## config.mk

```make
export PLATFORM = sky130hd
export DESIGN_NAME = irq_entry_return
export DESIGN_NICKNAME = d
export VERILOG_FILES = /design/src/design/irq_entry_pkg.sv /design/src/design/irq_entry_return.sv
export SDC_FILE = /design/constraint.sdc
export NUM_CORES = 1
export LEC_CHECK = 0
export BUFFER_PORTS_ARGS = -buffer_cell sky130_fd_sc_hd__buf_2
export CORE_MARGIN = 2
export CORE_UTILIZATION = 54
export DETAILED_ROUTE_END_ITERATION = 10
export HOLD_SLACK_MARGIN = 0.03
export PLACE_DENSITY = 0.84
export SLEW_MARGIN = 20
export SYNTH_ARGS = -nofsm -noshare
export SYNTH_HDL_FRONTEND = slang
export SYNTH_SLANG_ARGS = --single-unit
```

## constraint.sdc

```tcl
create_clock -name CLK_SYS_I -period 4.1 [get_ports CLK_SYS_I]
set_clock_uncertainty 0.15 [all_clocks]
set_input_delay 0.615 -clock CLK_SYS_I [delete_from_list [all_inputs] [get_ports CLK_SYS_I]]
set_output_delay 0.615 -clock CLK_SYS_I [all_outputs]
set_load 0.01 [all_outputs]
```

## src/design/irq_entry_pkg.sv

```systemverilog
/*
 Package for the interrupt entry and return block: register offsets,
 field positions, reset values, vector and latency counts.
 Assumes a 32-bit APB slave and a core on the same 50 MHz clock.
*/
package irq_entry_pkg;
   // Register byte offsets
   localparam logic [7:0] CTRL_OFF   = 8'h00;
   localparam logic [7:0] REQA_OFF   = 8'h04;
   localparam logic [7:0] REQB_OFF   = 8'h08;
   localparam logic [7:0] ENA_OFF    = 8'h0C;
   localparam logic [7:0] ENB_OFF    = 8'h10;
   localparam logic [7:0] STAT_OFF   = 8'h14;
   // Control register field positions
   localparam int GIE_BIT  = 7;
   localparam int PGE_BIT  = 6;
   localparam int CEN_LSB  = 3;
   localparam int CFL_LSB  = 0;
   localparam int CORE_SRC = 3;
   // Reset values
   localparam logic [7:0] CTRL_RST = 8'h00;
   localparam logic [7:0] REQ_RST  = 8'h00;
   localparam logic [7:0] EN_RST   = 8'h00;
   // Vector and entry timing
   localparam logic [14:0] VECTOR_ADDR = 15'h0004;
   localparam int ENTRY_CYCLES = 3;
   // Core side request and answer carriers
   typedef struct packed {
      logic        flush;
      logic        push;
      logic        save_ctx;
      logic        load_pc;
      logic [14:0] pc;
   } core_cmd_type;
   typedef enum logic [1:0] {ST_RUN, ST_ENTRY, ST_SERVICE} irq_state_type;
endpackage : irq_entry_pkg

```

## src/design/irq_entry_return.sv

```systemverilog
/*
 Interrupt recognition, entry and return sequencing for a small core.
 Assumes: core events arrive on the system clock; peripheral events may
 be asynchronous pins and are synchronised here; the core pulses
 RETI_I when it decodes the return instruction and handles stack and
 shadow copies itself when told to by the command outputs.
*/
`timescale 1ns/100ps
module irq_entry_return #(
   parameter int NUM_PERIPH = 16
) (
   input  wire logic                          CLK_SYS_I,
   input  wire logic                          RSTN_I,
   input  wire logic [2:0]                    CORE_EVT_I,
   input  wire logic [NUM_PERIPH-1:0]         PERIPH_EVT_I,
   input  wire logic                          RETI_I,
   input  wire logic [14:0]                   CORE_PC_I,
   output      irq_entry_pkg::core_cmd_type   CORE_CMD_O,
   output      logic                          CORE_RESTORE_O,
   output      logic                          IRQ_REQ_O,
   input  wire logic                          PSEL_I,
   input  wire logic                          PENABLE_I,
   input  wire logic                          PWRITE_I,
   input  wire logic [7:0]                    PADDR_I,
   input  wire logic [31:0]                   PWDATA_I,
   output      logic [31:0]                   PRDATA_O,
   output      logic                          PREADY_O,
   output      logic                          PSLVERR_O
);
   // Flag registers are two fixed bytes, so only sixteen sources fit
   if (NUM_PERIPH != 16) begin : g_bad_num
      $error("NUM_PERIPH must be 16");
   end

   logic [7:0]            ctrl_q;
   logic [15:0]           preq_q;
   logic [15:0]           pen_q;
   logic [15:0]           sync1_q;
   logic [15:0]           sync2_q;
   logic [15:0]           sync3_q;
   logic [15:0]           per_evt;
   logic                  wr_en;
   logic                  rd_hit;
   logic                  irq_any;
   logic                  take;
   logic [1:0]            lat_q;
   logic [3:0]            wait_q;
   logic                  gie_set;
   logic [2:0]            core_en;
   logic [2:0]            core_flag;
   irq_entry_pkg::irq_state_type state_q;

   // Two-flop sync per peripheral pin, third flop only for edge detect
   always_ff @(posedge CLK_SYS_I or negedge RSTN_I) begin
      if (!RSTN_I) begin
         sync1_q <= 16'h0000;
         sync2_q <= 16'h0000;
         sync3_q <= 16'h0000;
      end else begin
         sync1_q <= PERIPH_EVT_I;
         sync2_q <= sync1_q;
         sync3_q <= sync2_q;
      end
   end

   genvar g;
   generate
      for (g = 0; g < 16; g++) begin : g_edge
         assign per_evt[g] = sync2_q[g] & ~sync3_q[g];
      end
   endgenerate

   // APB decode; zero wait states, no error responses
   assign wr_en     = PSEL_I & PENABLE_I & PWRITE_I;
   assign rd_hit    = PSEL_I & ~PWRITE_I;
   assign PREADY_O  = 1'b1;
   assign PSLVERR_O = 1'b0;

   // Read mux registered in the setup phase so data stands at access
   always_ff @(posedge CLK_SYS_I or negedge RSTN_I) begin
      if (!RSTN_I) begin
         PRDATA_O <= 32'h0000_0000;
      end else if (rd_hit && !PENABLE_I) begin
         case (PADDR_I)
            irq_entry_pkg::CTRL_OFF: PRDATA_O <= {24'h000000, ctrl_q};
            irq_entry_pkg::REQA_OFF: PRDATA_O <= {24'h000000, preq_q[7:0]};
            irq_entry_pkg::REQB_OFF: PRDATA_O <= {24'h000000, preq_q[15:8]};
            irq_entry_pkg::ENA_OFF:  PRDATA_O <= {24'h000000, pen_q[7:0]};
            irq_entry_pkg::ENB_OFF:  PRDATA_O <= {24'h000000, pen_q[15:8]};
            irq_entry_pkg::STAT_OFF: PRDATA_O <= {30'h0, state_q};
            default:                 PRDATA_O <= 32'h0000_0000;
         endcase
      end
   end

   // Control: global enable, group enable, core enables, core flags
   always_ff @(posedge CLK_SYS_I or negedge RSTN_I) begin
      if (!RSTN_I) begin
         ctrl_q <= irq_entry_pkg::CTRL_RST;
      end else begin
         if (wr_en && PADDR_I == irq_entry_pkg::CTRL_OFF)
            ctrl_q <= PWDATA_I[7:0];
         if (take)
            ctrl_q[irq_entry_pkg::GIE_BIT] <= 1'b0;
         if (gie_set)
            ctrl_q[irq_entry_pkg::GIE_BIT] <= 1'b1;
         // Set beats a software clear in the same cycle
         ctrl_q[irq_entry_pkg::CFL_LSB +: irq_entry_pkg::CORE_SRC] <=
            ((wr_en && PADDR_I == irq_entry_pkg::CTRL_OFF)
             ? PWDATA_I[irq_entry_pkg::CFL_LSB +: irq_entry_pkg::CORE_SRC]
             : ctrl_q[irq_entry_pkg::CFL_LSB +: irq_entry_pkg::CORE_SRC])
            | CORE_EVT_I;
      end
   end

   // Peripheral request flags; hardware set wins over write
   always_ff @(posedge CLK_SYS_I or negedge RSTN_I) begin
      if (!RSTN_I) begin
         preq_q <= {irq_entry_pkg::REQ_RST, irq_entry_pkg::REQ_RST};
      end else begin
         preq_q <= ({(wr_en && PADDR_I == irq_entry_pkg::REQB_OFF)
                       ? PWDATA_I[7:0] : preq_q[15:8],
                     (wr_en && PADDR_I == irq_entry_pkg::REQA_OFF)
                       ? PWDATA_I[7:0] : preq_q[7:0]})
                   | per_evt;
      end
   end

   // Peripheral enable registers
   always_ff @(posedge CLK_SYS_I or negedge RSTN_I) begin
      if (!RSTN_I) begin
         pen_q <= {irq_entry_pkg::EN_RST, irq_entry_pkg::EN_RST};
      end else begin
         if (wr_en && PADDR_I == irq_entry_pkg::ENA_OFF)
            pen_q[7:0] <= PWDATA_I[7:0];
         if (wr_en && PADDR_I == irq_entry_pkg::ENB_OFF)
            pen_q[15:8] <= PWDATA_I[7:0];
      end
   end

   // Qualified request: any pending and enabled, gated by global
   // Core sources need no group enable, peripheral ones do
   assign core_en =
      ctrl_q[irq_entry_pkg::CEN_LSB +: irq_entry_pkg::CORE_SRC];
   assign core_flag =
      ctrl_q[irq_entry_pkg::CFL_LSB +: irq_entry_pkg::CORE_SRC];
   assign irq_any = |(core_en & core_flag)
                  | (ctrl_q[irq_entry_pkg::PGE_BIT]
                     & |(preq_q & pen_q));
   assign IRQ_REQ_O = irq_any & ctrl_q[irq_entry_pkg::GIE_BIT];
   // Accept only from run state, so a held flag during service waits
   assign take = IRQ_REQ_O && state_q == irq_entry_pkg::ST_RUN;
   assign gie_set = RETI_I && state_q == irq_entry_pkg::ST_SERVICE;

   // Entry sequence: flush now, then push/save/vector after the
   // fixed wait, giving the documented latency
   always_ff @(posedge CLK_SYS_I or negedge RSTN_I) begin
      if (!RSTN_I) begin
         state_q        <= irq_entry_pkg::ST_RUN;
         lat_q          <= 2'd0;
         CORE_CMD_O     <= '0;
         CORE_RESTORE_O <= 1'b0;
      end else begin
         CORE_CMD_O     <= '0;
         CORE_RESTORE_O <= 1'b0;
         case (state_q)
            irq_entry_pkg::ST_RUN: begin
               if (take) begin
                  CORE_CMD_O.flush <= 1'b1;
                  lat_q   <= 2'(irq_entry_pkg::ENTRY_CYCLES - 1);
                  state_q <= irq_entry_pkg::ST_ENTRY;
               end
            end
            irq_entry_pkg::ST_ENTRY: begin
               if (lat_q == 2'd1) begin
                  CORE_CMD_O.push     <= 1'b1;
                  CORE_CMD_O.save_ctx <= 1'b1;
                  CORE_CMD_O.load_pc  <= 1'b1;
                  CORE_CMD_O.pc       <= irq_entry_pkg::VECTOR_ADDR;
                  state_q <= irq_entry_pkg::ST_SERVICE;
               end
               lat_q <= lat_q - 2'd1;
            end
            irq_entry_pkg::ST_SERVICE: begin
               if (RETI_I) begin
                  CORE_RESTORE_O <= 1'b1;
                  state_q <= irq_entry_pkg::ST_RUN;
               end
            end
            default: state_q <= irq_entry_pkg::ST_RUN;
         endcase
      end
   end

   // Helper: cycles since acceptance; clears the cycle after the vector load so the
   // latency checks below see both ends of the entry window
   always_ff @(posedge CLK_SYS_I or negedge RSTN_I) begin
      if (!RSTN_I) begin
         wait_q <= 4'h0;
      end else if (take) begin
         wait_q <= 4'h1;
      end else if (wait_q != 4'h0 && !CORE_CMD_O.load_pc) begin
         wait_q <= wait_q + 4'h1;
      end else begin
         wait_q <= 4'h0;
      end
   end

   // Entry sequence; the core relies on this exact order of pulses
   entry_clears_a: assert property (
      @(posedge CLK_SYS_I) disable iff (!RSTN_I)
      take |=> !ctrl_q[irq_entry_pkg::GIE_BIT])
      else $error("global enable not cleared on entry");

   flush_first_a: assert property (
      @(posedge CLK_SYS_I) disable iff (!RSTN_I)
      take |=> CORE_CMD_O.flush)
      else $error("prefetch not flushed");

   flush_single_a: assert property (
      @(posedge CLK_SYS_I) disable iff (!RSTN_I)
      CORE_CMD_O.flush |=> !CORE_CMD_O.flush)
      else $error("prefetch flushed twice for one entry");

   vector_load_a: assert property (
      @(posedge CLK_SYS_I) disable iff (!RSTN_I)
      take |-> ##3 (CORE_CMD_O.load_pc
                    && CORE_CMD_O.pc == irq_entry_pkg::VECTOR_ADDR))
      else $error("vector not loaded in time");

   ctx_save_a: assert property (
      @(posedge CLK_SYS_I) disable iff (!RSTN_I)
      CORE_CMD_O.load_pc |-> CORE_CMD_O.save_ctx && CORE_CMD_O.push)
      else $error("context not saved with vector load");

   // Latency window, counted from acceptance of the request
   latency_bound_a: assert property (
      @(posedge CLK_SYS_I) disable iff (!RSTN_I)
      wait_q <= 4'h3)
      else $error("entry latency too long");

   latency_floor_a: assert property (
      @(posedge CLK_SYS_I) disable iff (!RSTN_I)
      CORE_CMD_O.load_pc |-> wait_q == 4'h3)
      else $error("vector loaded too early");

   // Request gating by the enable hierarchy
   req_gated_a: assert property (
      @(posedge CLK_SYS_I) disable iff (!RSTN_I)
      !ctrl_q[irq_entry_pkg::GIE_BIT] |-> !IRQ_REQ_O)
      else $error("request while global enable clear");

   periph_group_a: assert property (
      @(posedge CLK_SYS_I) disable iff (!RSTN_I)
      (!ctrl_q[irq_entry_pkg::PGE_BIT] && !(|(core_en & core_flag)))
      |-> !IRQ_REQ_O)
      else $error("peripheral request without group enable");

   pending_served_a: assert property (
      @(posedge CLK_SYS_I) disable iff (!RSTN_I)
      (IRQ_REQ_O && state_q == irq_entry_pkg::ST_RUN)
      |=> (CORE_CMD_O.flush && state_q == irq_entry_pkg::ST_ENTRY))
      else $error("pending request not accepted");

   // Pending flags: every event lands, whatever the enables say
   for (genvar h = 0; h < 16; h++) begin : g_flag_chk
      flag_sets_a: assert property (
         @(posedge CLK_SYS_I) disable iff (!RSTN_I)
         per_evt[h] |=> preq_q[h])
         else $error("pending flag not set by event");
   end

   core_flag_a: assert property (
      @(posedge CLK_SYS_I) disable iff (!RSTN_I)
      CORE_EVT_I[0] |=> core_flag[0])
      else $error("core flag not set by event");

   // Service and return; a flush in service would corrupt the stack
   no_redirect_a: assert property (
      @(posedge CLK_SYS_I) disable iff (!RSTN_I)
      state_q == irq_entry_pkg::ST_SERVICE |=> !CORE_CMD_O.flush)
      else $error("redirect during service");

   return_sets_a: assert property (
      @(posedge CLK_SYS_I) disable iff (!RSTN_I)
      gie_set |=> ctrl_q[irq_entry_pkg::GIE_BIT] && CORE_RESTORE_O)
      else $error("return did not restore");

   restore_run_a: assert property (
      @(posedge CLK_SYS_I) disable iff (!RSTN_I)
      CORE_RESTORE_O |-> state_q == irq_entry_pkg::ST_RUN)
      else $error("restore without leaving service");
endmodule : irq_entry_return

```

== Word-level counts from Yosys, hierarchy flattened ==
Index checks and enable logic that the tools add are counted.
Widths: inputs -> output; s select.

* Reductions and logical operators: 17
* Equal/unequal tests: 11
* $add $sub $neg: 1
* Bitwise logic cells: 43
* Multiplexer cells: 19

{| class="wikitable"
|+ Operators by type and width
! cell !! count
|-
| $pmux 8 s6 || 1
|-
| $mux 18 || 2
|-
| $mux 8 || 3
|-
| $and 1x1->1 || 21
|-
| $not 1->1 || 17
|-
| $and 16x16->16 || 1
|-
| $eq 8x4->1 const B || 2
|-
| $eq 8x5->1 const B || 2
|-
| $or 16x16->16 || 1
|-
| $reduce_or 16->1 || 1
|-
| $eq 8x3->1 const B || 1
|-
| $logic_and 1x1->1 || 8
|-
| $logic_not 8->1 || 1
|-
| $mux 2 || 4
|-
| $mux 1 || 6
|-
| $ne 2x2->1 const B || 3
|-
| $pmux 2 s3 || 1
|-
| $eq 2x1->1 const B || 2
|-
| $pmux 2 s2 || 1
|-
| $and 3x3->3 || 1
|-
| $mux 3 || 1
|-
| $or 3x3->3 || 1
|-
| $reduce_and 3->1 || 1
|-
| $reduce_bool 3->1 || 1
|-
| 8 further kinds || 8
|}

* Logic and storage cells: 109
* Output and inout bits: 55
* Input bits: 80
* Register bits: 144

== Depth between registers and ports, before layout ==
Gate-level depths: netlist (run 1).

* Word-level depth: 8
* Depth in mapped cells: 7
* Depth with buffers taken out: 5

== Worst setup path after synthesis (run 1) ==
No wires, ideal clock.

* Path type: input-to-reg
* From: input PADDR_I[5]
* To: register pen_q[10]
* Library setup time: 0.125 ns
* Arrival time: 2.280 ns
* Buffers on the path: 1
* Slack: 1.545 ns
* Cell stages on the path: 6
* Data required time: 3.825 ns
* Path through: or4_4 > nor4b_2 > and2b_1 > and2_1 > buf_4 > mux2_2

* Word-level cells in the longest chain between the ends: 2

{| class="wikitable"
|+ RTL lines
! element !! RTL line !! text
|-
| from (decl) || irq_entry_return.sv:24 || <nowiki>input wire logic [7:0] PADDR_I,</nowiki>
|-
| $eq 8x5->1 || irq_entry_return.sv:136 || <nowiki>if (wr_en && PADDR_I == irq_entry_pkg::ENB_OFF)</nowiki>
|-
| $logic_and 1x1->1 || irq_entry_return.sv:136 ||
|-
| to (signal assigned) || irq_entry_return.sv:132 || <nowiki>pen_q <= {irq_entry_pkg::EN_RST, irq_entry_pkg::EN_RST};</nowiki>
|-
| to (signal assigned) || irq_entry_return.sv:137 || <nowiki>pen_q[15:8] <= PWDATA_I[7:0];</nowiki>
|-
| to (decl) || irq_entry_return.sv:37 || <nowiki>logic [15:0] pen_q;</nowiki>
|}

No other way between the ends.
A chain may end at the register's enable or synchronous reset.

== Worst setup path in the final report (run 1) ==
* From: register preq_q[1]
* To: output IRQ_REQ_O

* Word-level cells in the longest chain between the ends: 5

{| class="wikitable"
|+ RTL lines
! element !! RTL line !! text
|-
| from (decl) || irq_entry_return.sv:36 || <nowiki>logic [15:0] preq_q;</nowiki>
|-
| from (signal assigned) || irq_entry_return.sv:119 || <nowiki>preq_q <= {irq_entry_pkg::REQ_RST, irq_entry_pkg::REQ_RST};</nowiki>
|-
| from (signal assigned) || irq_entry_return.sv:121 || <nowiki>preq_q <= ({(wr_en && PADDR_I == irq_entry_pkg::REQB_OFF)</nowiki>
|-
| $and 16x16->16 || irq_entry_return.sv:149 || <nowiki>& |(preq_q & pen_q));</nowiki>
|-
| $reduce_or 16->1 || irq_entry_return.sv:149 ||
|-
| $and 1x1->1 || irq_entry_return.sv:149 ||
|-
| $or 1x1->1 || irq_entry_return.sv:148 || <nowiki>| (ctrl_q[irq_entry_pkg::PGE_BIT]</nowiki>
|-
| $and 1x1->1 || irq_entry_return.sv:150 || <nowiki>assign IRQ_REQ_O = irq_any & ctrl_q[irq_entry_pkg::GIE_BIT];</nowiki>
|-
| to (decl) || irq_entry_return.sv:20 || <nowiki>output logic IRQ_REQ_O,</nowiki>
|}

No other way between the ends.

==> results of run 1 <==
-- report_power, final --
| part | total [mW] | switching [mW] | internal, mW | leakage [nW] |
|---|---|---|---|---|
| Sequential | 1.06 | 0.0133 | 1.05 | 1.23 |
| Clock | 0.639 | 0.337 | 0.302 | 0.103 |
| Combinational | 0.112 | 0.0714 | 0.0407 | 0.876 |
| Total | 1.81 | 0.421 | 1.39 | 2.21 |
-- critical path, stage by stage (launching register included) --
cell	delay, ns
sky130_fd_sc_hd__dfrtp_1	0.41
sky130_fd_sc_hd__a22o_1	0.24
sky130_fd_sc_hd__a221oi_1	0.27
sky130_fd_sc_hd__and4_1	0.26
sky130_fd_sc_hd__nand2b_1	0.11
sky130_fd_sc_hd__a21boi_0	0.11
sky130_fd_sc_hd__buf_2	0.18
-- layout make-up --
cell class / instances / area share, %
inverter: 18 / 1.46
multi-input combinational: 201 / 29.4
clock inverter: 6 / 1.49
clock buffer: 10 / 2.97
tap: 102 / 2.76
timing repair buffer: 56 / 6.24
sequential: 103 / 55.7
-- metrics by stage --
stage	total power, mW	instances
after CTS	1.84	496
after floorplan	1.16	374
after detailed placement	1.19	480
after global placement	1.19	480
after global routing	1.90	496
final	1.81	496
-- placed cells by master, fill, tap and decap left out, types with 2 or more instances in the layout --
master,instances
sky130_fd_sc_hd__a221oi_1,10
sky130_fd_sc_hd__clkbuf_8,10
sky130_fd_sc_hd__nor3_1,2
sky130_fd_sc_hd__and3_1,2
sky130_fd_sc_hd__inv_1,18
sky130_fd_sc_hd__mux4_2,2
sky130_fd_sc_hd__mux2i_1,12
sky130_fd_sc_hd__o22ai_1,8
sky130_fd_sc_hd__nand2_1,10
sky130_fd_sc_hd__a21o_1,2
sky130_fd_sc_hd__or3_1,2
sky130_fd_sc_hd__dfrtp_1,103
sky130_fd_sc_hd__and2_1,2
sky130_fd_sc_hd__conb_1,40
sky130_fd_sc_hd__nor2b_1,2
sky130_fd_sc_hd__clkinv_4,2
sky130_fd_sc_hd__buf_2,54
sky130_fd_sc_hd__a22oi_1,8
sky130_fd_sc_hd__nor2_1,27
sky130_fd_sc_hd__a22o_1,4
sky130_fd_sc_hd__nand2b_1,4
sky130_fd_sc_hd__o21ai_0,16
sky130_fd_sc_hd__mux2_2,28
-- registers in the layout (all words and copies together), names as in the netlist, 8 cells and up --
register  count
pen_q        16
preq_q       16
sync1_q      16
sync2_q      16
sync3_q      16
PRDATA_O      8
ctrl_q        8
-- layer usage --
| metal | part of all wire [%] | global-route usage [%] |
|---|---|---|
| met1 | 41 | 25.6 |
| met2 | 47 | 29.0 |
| met3 | 9.0 | 4.96 |
| met4 | 2.2 | 8.08 |
| met5 | 0 | 0 |
-- cells by family (layout without fill, tap and decap cells) --
family | after synthesis | in the layout | share of synthesized area [%]
other | 2 | 40 | 0.178
DFF | 103 | 103 | 61.0
adders and majority gates | 1 | 1 | 0.296
AOI/OAI and AO/OA | 54 | 54 | 8.94
muxes | 42 | 42 | 11.4
and+or+nand+nor | 63 | 63 | 7.81
xor gates and xnor gates | 1 | 1 | 0.207
buffers and inverters | 70 | 90 | 10.2
-- how the worst max path moves through the flow --
stage | endpoint | cells past startpoint | from
global route | IRQ_REQ_O | 6 | preq_q[1]
CTS | IRQ_REQ_O | 6 | preq_q[1]
finish | IRQ_REQ_O | 6 | preq_q[1]
detailed placement | pen_q[13] | 6 | PADDR_I[5]
global placement | pen_q[9] | 6 | PADDR_I[5]
floorplan | pen_q[10] | 6 | PADDR_I[5]
==> run summary, run 1 <==
The number of DRC markers in iteration 0 came out at 198. In this run the worst path has a maximum fanout of 3. In this run, distinct cell masters in the synthesized netlist total 44. The area added between synthesis and finish was 9.47%; the worst-case setup slack after placement was 1.11 ns. The cell count after synthesis came out at 336. STA classifies the critical path startpoint as a flop.

In the post-synthesis netlist, the cell with the most instances is sky130_fd_sc_hd__dfrtp_1. From bottom edge to top edge, the die measures 92.5 µm. The total clock buffers created by CTS was 9. The max-slew violation count came out at 0. The run gives 0 as the number of antenna violations at the first check in global routing.

The clock slew seen by the registers of the worst setup and hold paths is 0.09 ns, and the final antenna diode count is 0. The H-tree was split into 3 levels. In this run the tightest slew margin relative to its limit is 51.0%. The sum of routed wire length over all layers is 7490 µm, and the post-synthesis cell area is 4230 µm². The sequential cells in the finished layout cover a total of 2580 µm².

The die covers 8550 µm². The logs give 1.94 ns for the arrival time reported for the critical path endpoint and 0 for the total of endpoints with negative setup slack in the final report. The worst hold path belongs to the class in -> async. The highest ir drop seen on vdd came out at 0.000195 V. By area the synthesized netlist is led by sky130_fd_sc_hd__dfrtp_1 61%, sky130_fd_sc_hd__buf_4 7.8%, sky130_fd_sc_hd__mux2_2 7.5%, sky130_fd_sc_hd__mux2i_1 2.8%, sky130_fd_sc_hd__nor2_1 2.4%. Setup repair after global routing left no endpoint under its margin.

The logs give 2443 for the via count of the first global-routing pass and 0 for the overall overflow remaining after global route. The top flip-flop cell by instance count after synthesis was sky130_fd_sc_hd__dfrtp_1. The first-pass iteration count of the detailed router was 4; the first-pass GRT wire length was 12400 µm.

The run finished with clean final reports. Final critical-path share of the clock period: 65.9%. The critical path required time came out at 3.34 ns.

TritonCTS built the clock tree. After filler insertion, the fill cell instance count of the layout stands at 613. The area share of the largest cell type after synthesis was 61.0%; the total area of multi-input combinational cells was 1360 µm². The root cell of the clock tree is sky130_fd_sc_hd__clkbuf_8. In the synthesized netlist, the cells that appear most often are 103 x sky130_fd_sc_hd__dfrtp_1, 44 x sky130_fd_sc_hd__buf_4, 28 x sky130_fd_sc_hd__mux2_2. The run gives 0 as the number of hold violations in the final report.

For the worst-skew pair, the clock arrives at the later sink with an insertion delay of 0.36 ns. The worst slack on hold paths is 0.132 ns. In this run the static leakage power is 2.21 nW. The number of synthesized register bits was 103; the starting density of the core was 55.3%. Of the synthesized area, sequential elements account for 61.0%. The count of warnings emitted by yosys came out at 0. The congestion estimate from routability-driven global placement came to 0.879.

Cells fill 60.5% of the core in the end. In the routed layout, each cell is associated on average with a via count of 5.22. The number of enable flip-flop cells after synthesis came out at 0. Across all layers, the routed design uses 2591 vias.

In this run the critical register-to-register path is captured at lat_q[1]. CTS saw 103 sinks. The worst setup slack after layout came out at 1.40 ns.

Global routing used 18.9% of the available tracks across all layers. Buffers placed on the I/O ports in this run total 55. The count of nets left with antenna violations once routing finished came out at 0. Once placement finished, the instance area stood at 4420 µm². The tool flagged a number of max-cap violations equal to 0. The largest area contributor in the netlist is sky130_fd_sc_hd__dfrtp_1. After routing the design area is 4630 µm². Counting along the longest clock path gives a buffer depth of 2. STA classifies the critical path endpoint as an output pin.

After the last flow step, the layout net total stands at 470. The critical path in this run is classified as reg -> out. Based on the critical path, the design can be clocked at up to 370 MHz.

For the pin with the worst max-slew slack, the measured transition is 0.735 ns. Post-CTS repair changed the size of 0 cells. The power density over the cells was 391 nW/µm². The share of synthesized registers carrying an async set or reset was 100%; the DRC violations left was 0.

For this design, the CTS-stage hold fixing added 0 buffers. Dividing the synthesized area by the synthesized cell count gives 12.6 µm². The floorplan step set the die width to 92.5 µm. Critical register-to-register path startpoint: preq_q[1]. After detailed routing, the average wire length per cell comes to 15.1 µm. The setup check on the worst reg-to-reg path leaves a slack of 2.26 ns. Setup total negative slack on the finished layout was measured at 0 ns.

The wire-length estimate of the detail-placed layout is 5180 µm. The minimum clock period is 2.70 ns, and the fraction of layout cells with a size suffix above 1 is 27.2%. In this run the core area contains 32 standard-cell rows. The post-CTS setup-driven buffer insertion count came out at 0. The depth of the worst register-to-register path was 5; the core footprint was 7650 µm². The tools report the largest net degree at the start of global routing as 85. In this run the count of I/O pins placed on the die edge is 135.
Power figures use the tool's default switching activity.
==> run 2, diff against run 1 <==
--- a/config.mk
+++ b/config.mk
@@ -5,12 +5,13 @@
 export SDC_FILE = /design/constraint.sdc
 export NUM_CORES = 1
 export LEC_CHECK = 0
+export ABC_AREA = 1
 export BUFFER_PORTS_ARGS = -buffer_cell sky130_fd_sc_hd__buf_2
 export CORE_MARGIN = 2
-export CORE_UTILIZATION = 54
+export CORE_UTILIZATION = 51
 export DETAILED_ROUTE_END_ITERATION = 10
 export HOLD_SLACK_MARGIN = 0.03
-export PLACE_DENSITY = 0.84
+export PLACE_DENSITY = 0.8
 export SLEW_MARGIN = 20
 export SYNTH_ARGS = -nofsm -noshare
 export SYNTH_HDL_FRONTEND = slang
==> constraint.sdc (replaced) <==
create_clock -name CLK_SYS_I -period 2.8 [get_ports CLK_SYS_I]
set_clock_uncertainty 0.15 [all_clocks]
set_input_delay 0.42 -clock CLK_SYS_I [delete_from_list [all_inputs] [get_ports CLK_SYS_I]]
set_output_delay 0.42 -clock CLK_SYS_I [all_outputs]
set_load 0.01 [all_outputs]
==> run 2 against run 1 <==
Compared with the run above:
- global-route usage about the same
- hold slack worse by 0.015 ns
- cell count increased by 26%
- clock power is 38% higher
- combinational power rose by 140%
- register-to-register slack worse by 1.1 ns
- power increased by 52%
- first-iteration DRC count is 19% lower
- synthesized area increased by 1.3%
- via count rose by 20%
- utilization fell by 1.0 points
- setup slack got worse by 0.85 ns
- critical path type unchanged
- critical endpoint unchanged
- largest cell class unchanged
==> run summary, run 2 <==
The overall overflow remaining after global route is 0 (unchanged). The number of enable flip-flop cells after synthesis works out to 0 (unchanged). Number of synthesized register bits: 103 (unchanged). The global-route total usage across every layer came out at 18.9% (+0.049 points). The flow ran to the end, and the final reports show no timing, DRC or antenna violations.

First-pass iteration count of the detailed router: 5 (+1). The root cell of the clock tree is sky130_fd_sc_hd__clkbuf_8. The count of warnings emitted by yosys came out at 0 (unchanged). The average routed wire per standard cell came out at 13.2 µm (-13%).

Setup repair after global routing left no endpoint under its margin. Die boundary width: 95.6 µm (+3.4%). The logs give 1.68 ns (-0.26 ns) for the arrival time reported for the critical path endpoint and 0.554 ns (-0.846 ns) for the worst setup slack after layout. The number of buffer cells added on primary ports is 55 (unchanged).

The largest fanout on the critical path works out to 2 (-1). Timing would allow up to 445 MHz. Count of pins on the block boundary: 135 (unchanged). The logs give 30 (-32%) for the number of distinct library cells after synthesis and 2 (unchanged) for the buffer levels on the longest clock path. The post-synthesis area per instance was 9.78 µm² (-22%); the number of nets in the final layout was 594 (+26%). The via count of the first global-routing pass was 2787 (+14%); the antenna violation net count after detailed routing was 0 (unchanged). The tools report the number of DRC markers in iteration 0 as 161 (-19%). The logs give 0 (unchanged) for the number of antenna violations at the first check in global routing and 2.23 ns (-1.11 ns) for the critical path required time.

For the half-perimeter wire length after detailed placement, the log shows 5860 µm (+13%). The sort of element at the end of the critical path is an output pin. After synthesis, the cell types taking the most area are sky130_fd_sc_hd__dfrtp_1 60%, sky130_fd_sc_hd__nand2_1 9.6%, sky130_fd_sc_hd__buf_4 7.7%, sky130_fd_sc_hd__o21ai_0 5.7%, sky130_fd_sc_hd__inv_1 4.8%.

For the largest net degree at the start of global routing, the log shows 104 (+22%). The chip height came out at 95.6 µm (+3.4%). The first-pass GRT wire length came out at 13000 µm (+4.7%).

TritonCTS built the clock tree. The final critical-path share of the clock period is 80.2%. The logs give 9 (unchanged) for the total clock buffers created by CTS and 2.58 nW (+17%) for the static power due to leakage.

For the sum of routed wire length over all layers, the log shows 8220 µm (+9.7%). Largest area contributor in the netlist: sky130_fd_sc_hd__dfrtp_1. The number of hold violations in the final report came out at 0 (unchanged).

The worst hold path belongs to the class in -> reg. Power density over the cells: 566 nW/µm² (+45%). The library cells used most frequently in the layout, excluding fill and tap cells, are 110 x sky130_fd_sc_hd__nand2_1, 103 x sky130_fd_sc_hd__dfrtp_1, 55 x sky130_fd_sc_hd__inv_1, 54 x sky130_fd_sc_hd__buf_2, 49 x sky130_fd_sc_hd__o21ai_0. The area added between synthesis and finish is 13.6%, and the minimum clock period is 2.25 ns.

The run gives 0 (unchanged) as the reported max-cap violation count. By count the netlist is led by 110 x sky130_fd_sc_hd__nand2_1, 103 x sky130_fd_sc_hd__dfrtp_1, 55 x sky130_fd_sc_hd__inv_1. The DRC violations left is 0 (unchanged), and the register area share after synthesis is 60.2% (-0.78 points). The logs give 9150 µm² (+6.9%) for the overall die area and 3105 (+20%) for the via count of the routed design. Clock insertion delay at the later pin of the skew report: 0.37 ns (about the same).

By instance count, the leading cell after synthesis is sky130_fd_sc_hd__nand2_1. For the starting density of the core, the log shows 52.4% (-2.9 points). The fraction of layout cells with a size suffix above 1 works out to 17.0% (-10 points). The share of synthesized registers carrying an async set or reset came out at 100% (unchanged).

The clock slew seen by the registers of the worst setup and hold paths is 0.10 ns (about the same). The core footprint was 8180 µm² (+6.9%); the global placement routability congestion was 0.936 (+6.4%). The worst setup path is launched from a flop. The slew at the pin with the worst max-slew slack is 0.593 ns (-0.142 ns), and the cell area after placement is 4500 µm² (+1.9%). The highest ir drop seen on vdd is 0.000367 V (+89%), and the total of endpoints with negative setup slack in the final report is 0 (unchanged). The tools report the final-layout setup total negative slack as 0 ns (unchanged). The post-detailed-route via-to-cell ratio came out at 4.98 (-4.6%).

The run gives 4860 µm² (+5.1%) as the post-route cell area. The final antenna diode count came out at 0 (unchanged). The library cell used most frequently in the layout, excluding fill and tap cells, is sky130_fd_sc_hd__nand2_1. Cell count after synthesis: 438 (+30%).

The worst-case setup slack after placement was 0.791 ns (-0.324 ns); the post-synthesis cell area was 4280 µm² (+1.3%). The logs give 3 (unchanged) for the number of levels the H-tree was split into and 0 (unchanged) for the max-slew violation count. Floorplan row count: 33 (+3.1%). The area share of the largest cell type after synthesis works out to 60.2% (-0.78 points). Among all flip-flop cells after synthesis, the most frequent one is sky130_fd_sc_hd__dfrtp_1. Critical setup path kind: reg -> out. The clock sink count came out at 103 (unchanged). The tools report the relative slew slack as 60.3% (+9.3 points).
## run 2: changes by cell type after synthesis, sizes merged, moves of 10 or more
cell    previous run  this run
nand2             10       114
inv               18        56
o21ai             17        51
mux2              28         0
nand3              1        18
nor2              28        14
mux2i             12         0
a221oi            10         0
## run 2: metrics by stage
stage / std cells / total power [mW] / util (%) / hold WS [ns]
3_3_place_gp: 590 / 1.86 / 55.1 / 0.182
3_5_place_dp: 590 / 1.88 / 55.1 / 0.185
5_1_grt: 623 / 2.89 / 59.5 / 0.104
2_1_floorplan: 476 / 1.81 / - / -0.0256
6_report: 623 / 2.75 / 59.5 / 0.117
4_1_cts: 623 / 2.78 / 59.5 / 0.0975
## run 2: logic make-up after synthesis
logic type | count (synthesis) | share of synthesized area (%)
adders and majority gates | 1 | 0.292
xor gates and xnor gates | 1 | 0.205
AOI/OAI and AO/OA | 73 | 10.1
and+or+nand+nor | 154 | 15.7
DFF | 103 | 60.2
buffers and inverters | 104 | 13.3
other | 2 | 0.175
## run 2: routing by layer
| metal | global-route usage, % | wire length, µm | vias to the layer above |
|---|---|---|---|
| li1 | - | - | 1461 |
| met1 | 24.1 | 3400 | 1484 |
| met2 | 31.5 | 4050 | 140 |
| met3 | 4.03 | 596 | 20 |
| met4 | 7.62 | 171 | 0 |
| met5 | 0 | 0 | - |
## run 2: power breakdown
part	switching, mW	internal, mW
combinational	0.172	0.0959
clock	0.501	0.380
sequential	0.0449	1.56
total	0.718	2.04
## run 2: path summary, 6_finish.rpt
check	slack (ns)	to	cells past startpoint	startpoint
worst min register to register	0.20	sync2_q[0]	0	sync1_q[0]
worst max register to register	1.17	state_q[0]	8	preq_q[0]
min in group asynchronous	0.50	sync1_q[8]	3	RSTN_I
max in group asynchronous	1.60	sync3_q[14]	3	RSTN_I
worst min-delay path	0.12	ctrl_q[1]	3	CORE_EVT_I[1]
worst max-delay path	0.55	IRQ_REQ_O	9	preq_q[0]
## run 2: layout make-up
class / instances / area, µm²
Fill cell: 703 / 3310
Sequential cell: 103 / 2580
Multi-Input combinational cell: 269 / 1280
Timing Repair Buffer: 74 / 475
Inverter: 56 / 210
Clock buffer: 11 / 151
Tap cell: 105 / 131
Clock inverter: 5 / 40.0
## run 2: what timing repair did
action | in CTS | in global routing
hold endpoints to repair | 119 | 0
setup endpoints to repair | 0 | 0
setup buffers | 0 | 0
hold buffers | 17 | 0
resized for setup | 0 | 0
## run 2: worst max-delay path, stage by stage (launching register included)
cell,delay (ns)
sky130_fd_sc_hd__dfrtp_1,0.41
sky130_fd_sc_hd__nand2_1,0.08
sky130_fd_sc_hd__nand2_1,0.07
sky130_fd_sc_hd__nor2_1,0.11
sky130_fd_sc_hd__nand2_1,0.05
sky130_fd_sc_hd__o21ai_0,0.20
sky130_fd_sc_hd__nand2_1,0.14
sky130_fd_sc_hd__nand2_1,0.08
sky130_fd_sc_hd__inv_1,0.03
sky130_fd_sc_hd__buf_2,0.13
==> run 3, diff against run 2 <==
==> constraint.sdc (replaced) <==
create_clock -name CLK_SYS_I -period 2.1 [get_ports CLK_SYS_I]
set_clock_uncertainty 0.15 [all_clocks]
set_input_delay 0.315 -clock CLK_SYS_I [delete_from_list [all_inputs] [get_ports CLK_SYS_I]]
set_output_delay 0.315 -clock CLK_SYS_I [all_outputs]
set_load 0.01 [all_outputs]
==> run 3 against run 2 <==
Compared with the run above:
- critical path depth unchanged
- sequential power increased by 33%
- setup slack got worse by 0.49 ns
- highest routed layer unchanged
==> run summary, run 3 (synthesized netlist as in run 2, its figures left out) <==
For the critical path required time, the log shows 1.63 ns (-0.60 ns). The run gives 0 (unchanged) as the final antenna diode count. The library cell used most frequently in the layout, excluding fill and tap cells, is sky130_fd_sc_hd__nand2_1. Static timing analysis puts the maximum clock frequency at 492 MHz. The post-detailed-route via-to-cell ratio was 4.81 (-3.5%).

The tightest min-delay check is of the in -> reg type. The combinational group share of total power is 9.9% (+0.2 points), and the reported max-cap violation count is 0 (unchanged). The worst setup path is of the reg -> out kind. The via count of the first global-routing pass was 2851 (+2.3%); the sum of routed wire length over all layers was 8020 µm (-2.4%). The run gives 2 (unchanged) as the buffer levels on the longest clock path. For this design, the slowest cell found on the critical path is sky130_fd_sc_hd__dfrtp_1. The fraction of power consumed by sequential logic is 57.5% (-0.8 points). Relative contribution of the clock network to total power: 32.6% (+0.6 points). The half-perimeter wire length after detailed placement was 5840 µm (-0.27%); the chip height was 95.6 µm (unchanged). The signal on the critical path passes through nand2_1 -> nand2_1 -> nor2_1 -> nand2_1 -> o21ai_2 -> nand2_2 -> nand2_2 -> inv_2 -> buf_6. The number of hold violations in the final report was 0 (unchanged); the largest net degree at the start of global routing was 35 (-66%). The global placement routability congestion was 0.955 (+2.1%).

The final cell count without fillers came out at 635 (+1.9%). The kind of cell with the highest combined delay along the critical path is simple AND/OR/NAND/NOR gates. Number of placed cells counting well taps: 593 (+0.51%). The run gives 0 (unchanged) as the total of endpoints with negative setup slack in the final report. The largest fanout on the critical path is 2 (unchanged), and the cell internal power dissipation is 2.80 mW (+38%).

The overall die area was 9150 µm² (unchanged); the core footprint was 8180 µm² (unchanged). For the global-route total usage across every layer, the log shows 19.2% (+0.33 points). The die boundary width is 95.6 µm (unchanged).

The relative slew slack was 64.2% (+3.9 points); the delay of the slowest cell on the worst path was 0.41 ns (about the same). TritonCTS built the clock tree. The number of nets in the final layout was 607 (+2.2%); the post-route cell area was 5020 µm² (+3.1%).

The most frequent cell on the critical path was sky130_fd_sc_hd__nand2_1. The cell area after placement was 4540 µm² (+0.78%). The net switching share of the total power is 24.7% (-1.4 points), and the final critical-path share of the clock period is 96.9%. The floorplan row count is 33 (unchanged), and the number of DRC markers in iteration 0 is 190 (+18%). The slew at the pin with the worst max-slew slack came out at 0.534 ns (-0.0589 ns).

The library cells used most frequently in the layout, excluding fill and tap cells, are 108 x sky130_fd_sc_hd__nand2_1, 103 x sky130_fd_sc_hd__dfrtp_1, 54 x sky130_fd_sc_hd__inv_1, 53 x sky130_fd_sc_hd__buf_2, 48 x sky130_fd_sc_hd__o21ai_0. The run gives 0 (unchanged) as the number of antenna violations at the first check in global routing. For the arrival time reported for the critical path endpoint, the log shows 1.57 ns (-0.11 ns). The via count of the routed design is 3055 (-1.6%), and the clock sink count is 103 (unchanged). The tools report the clock insertion delay at the later pin of the skew report as 0.36 ns (about the same).

Area added between synthesis and finish: 17.1%. Highest ir drop seen on vdd: 0.000476 V (+29%). The clock slew seen by the registers of the worst setup and hold paths was 0.09 ns (about the same). The DRC violations left came out at 0 (unchanged).

The max-slew violation count was 0 (unchanged). STA classifies the critical path startpoint as a flop. The antenna violation net count after detailed routing is 0 (unchanged). The number of levels the H-tree was split into was 3 (unchanged); the average routed wire per standard cell was 12.6 µm (-4.2%). The total clock buffers created by CTS was 9 (unchanged); the first-pass GRT wire length was 13300 µm (+2.5%). The tools report the filler cell count in the final layout as 659 (-6.3%). The flow ran to the end, and the final reports show no timing, DRC or antenna violations. The number of buffer cells added on primary ports was 55 (unchanged); the count of pins on the block boundary was 135 (unchanged).

First-pass iteration count of the detailed router: 4 (-1). The starting density of the core was 52.4% (unchanged). Setup repair after global routing could not meet its margin everywhere. The count of buffer and inverter cells on the critical path works out to 2 (unchanged). The static power due to leakage came out at 2.64 nW (+2.3%). The sort of element at the end of the critical path was an output pin. The fraction of layout cells with a size suffix above 1 came out at 17.9% (+0.94 points). The tools report the root cell of the clock tree as sky130_fd_sc_hd__clkbuf_8. Subtracting the final worst setup slack from the clock period gives 2.03 ns. Net load switching power: 0.916 mW (+28%). The power density over the cells came out at 741 nW/µm² (+31%).

The overall overflow remaining after global route is 0 (unchanged).
[run 3: cell types whose count changed in the layout (fill, tap and decap cells not counted), moves of 2 or more]
cell,delta
sky130_fd_sc_hd__buf_4,+3
sky130_fd_sc_hd__dlygate4sd3_1,+9
sky130_fd_sc_hd__nand2_1,-2
sky130_fd_sc_hd__nand2_2,+2
[run 3: final cells by class]
cell class              count  area (µm²)  area share (%)
multi-input cells         269        1290            25.6
clock buffers              10         138            2.74
inverters                  56         210            4.19
well taps                 105         131            2.62
repair buffers             87         614            12.2
clock inverters             5        58.8            1.17
flip-flops and latches    103        2580            51.4
[run 3: power by group through the flow]
stage / clock, mW / sequential, mW / combinational (mW)
final: 1.21 / 2.14 / 0.368
after global routing: 1.32 / 2.15 / 0.433
after CTS: 1.24 / 2.14 / 0.368
after detailed placement: 0 / 2.18 / 0.330
after global placement: 0 / 2.17 / 0.313
after floorplan: 0 / 2.16 / 0.246
[run 3: worst reg2reg max path, cell delays in order (launching register included)]
cell                      delay, ns
sky130_fd_sc_hd__dfrtp_1       0.41
sky130_fd_sc_hd__nand2_1       0.10
sky130_fd_sc_hd__nand2_1       0.06
sky130_fd_sc_hd__nor2_1        0.10
sky130_fd_sc_hd__nand2_1       0.07
sky130_fd_sc_hd__o21ai_2       0.16
sky130_fd_sc_hd__nand2_2       0.10
sky130_fd_sc_hd__nand3_1       0.16
sky130_fd_sc_hd__o21ai_0       0.11
[run 3: path summary, 6_finish.rpt]
kind                       cells past startpoint  slack (ns)   startpoint     endpoint
hold reg to reg                                0        0.20  sync1_q[11]  sync2_q[11]
setup reg to reg                               8        0.57    preq_q[7]   state_q[0]
max in group asynchronous                      3        1.00       RSTN_I    preq_q[4]
min in group asynchronous                      2        0.25       RSTN_I  sync1_q[10]
setup / recovery                               9        0.07    preq_q[7]    IRQ_REQ_O
hold / removal                                 3        0.04  PWDATA_I[7]    preq_q[7]
[run 3: routing by layer]
| layer | part of all wire (%) | GRT usage (%) | wire [µm] |
|---|---|---|---|
| met5 | 0 | 0 | 0 |
| met4 | 2.0 | 8.45 | 161 |
| met3 | 6.6 | 4.43 | 532 |
| met2 | 47 | 29.9 | 3750 |
| met1 | 45 | 26.0 | 3580 |
[run 3: metrics by stage]
| stage | power, mW | hold slack, ns | worst slack (ns) | util [%] | setup TNS [ns] |
|---|---|---|---|---|---|
| final | 3.72 | 0.0385 | 0.0660 | 61.4 | 0 |
| after global routing | 3.90 | 0.0534 | -0.00970 | 61.4 | -0.00970 |
| after CTS | 3.75 | 0.0347 | 0.00415 | 61.1 | 0 |
| after detailed placement | 2.51 | 0.106 | 0.198 | 55.5 | 0 |
| after global placement | 2.48 | 0.106 | 0.269 | 55.5 | 0 |
| after floorplan | 2.41 | -0.131 | 0.559 | - | 0 |
[run 3: what timing repair did]
action / 4_1_cts / 5_1_grt
setup buffers: 0 / 1
hold buffers: 26 / 0
resized for setup: 0 / 6
hold endpoints to repair: 77 / 0
endpoints found under the setup margin: 0 / 1
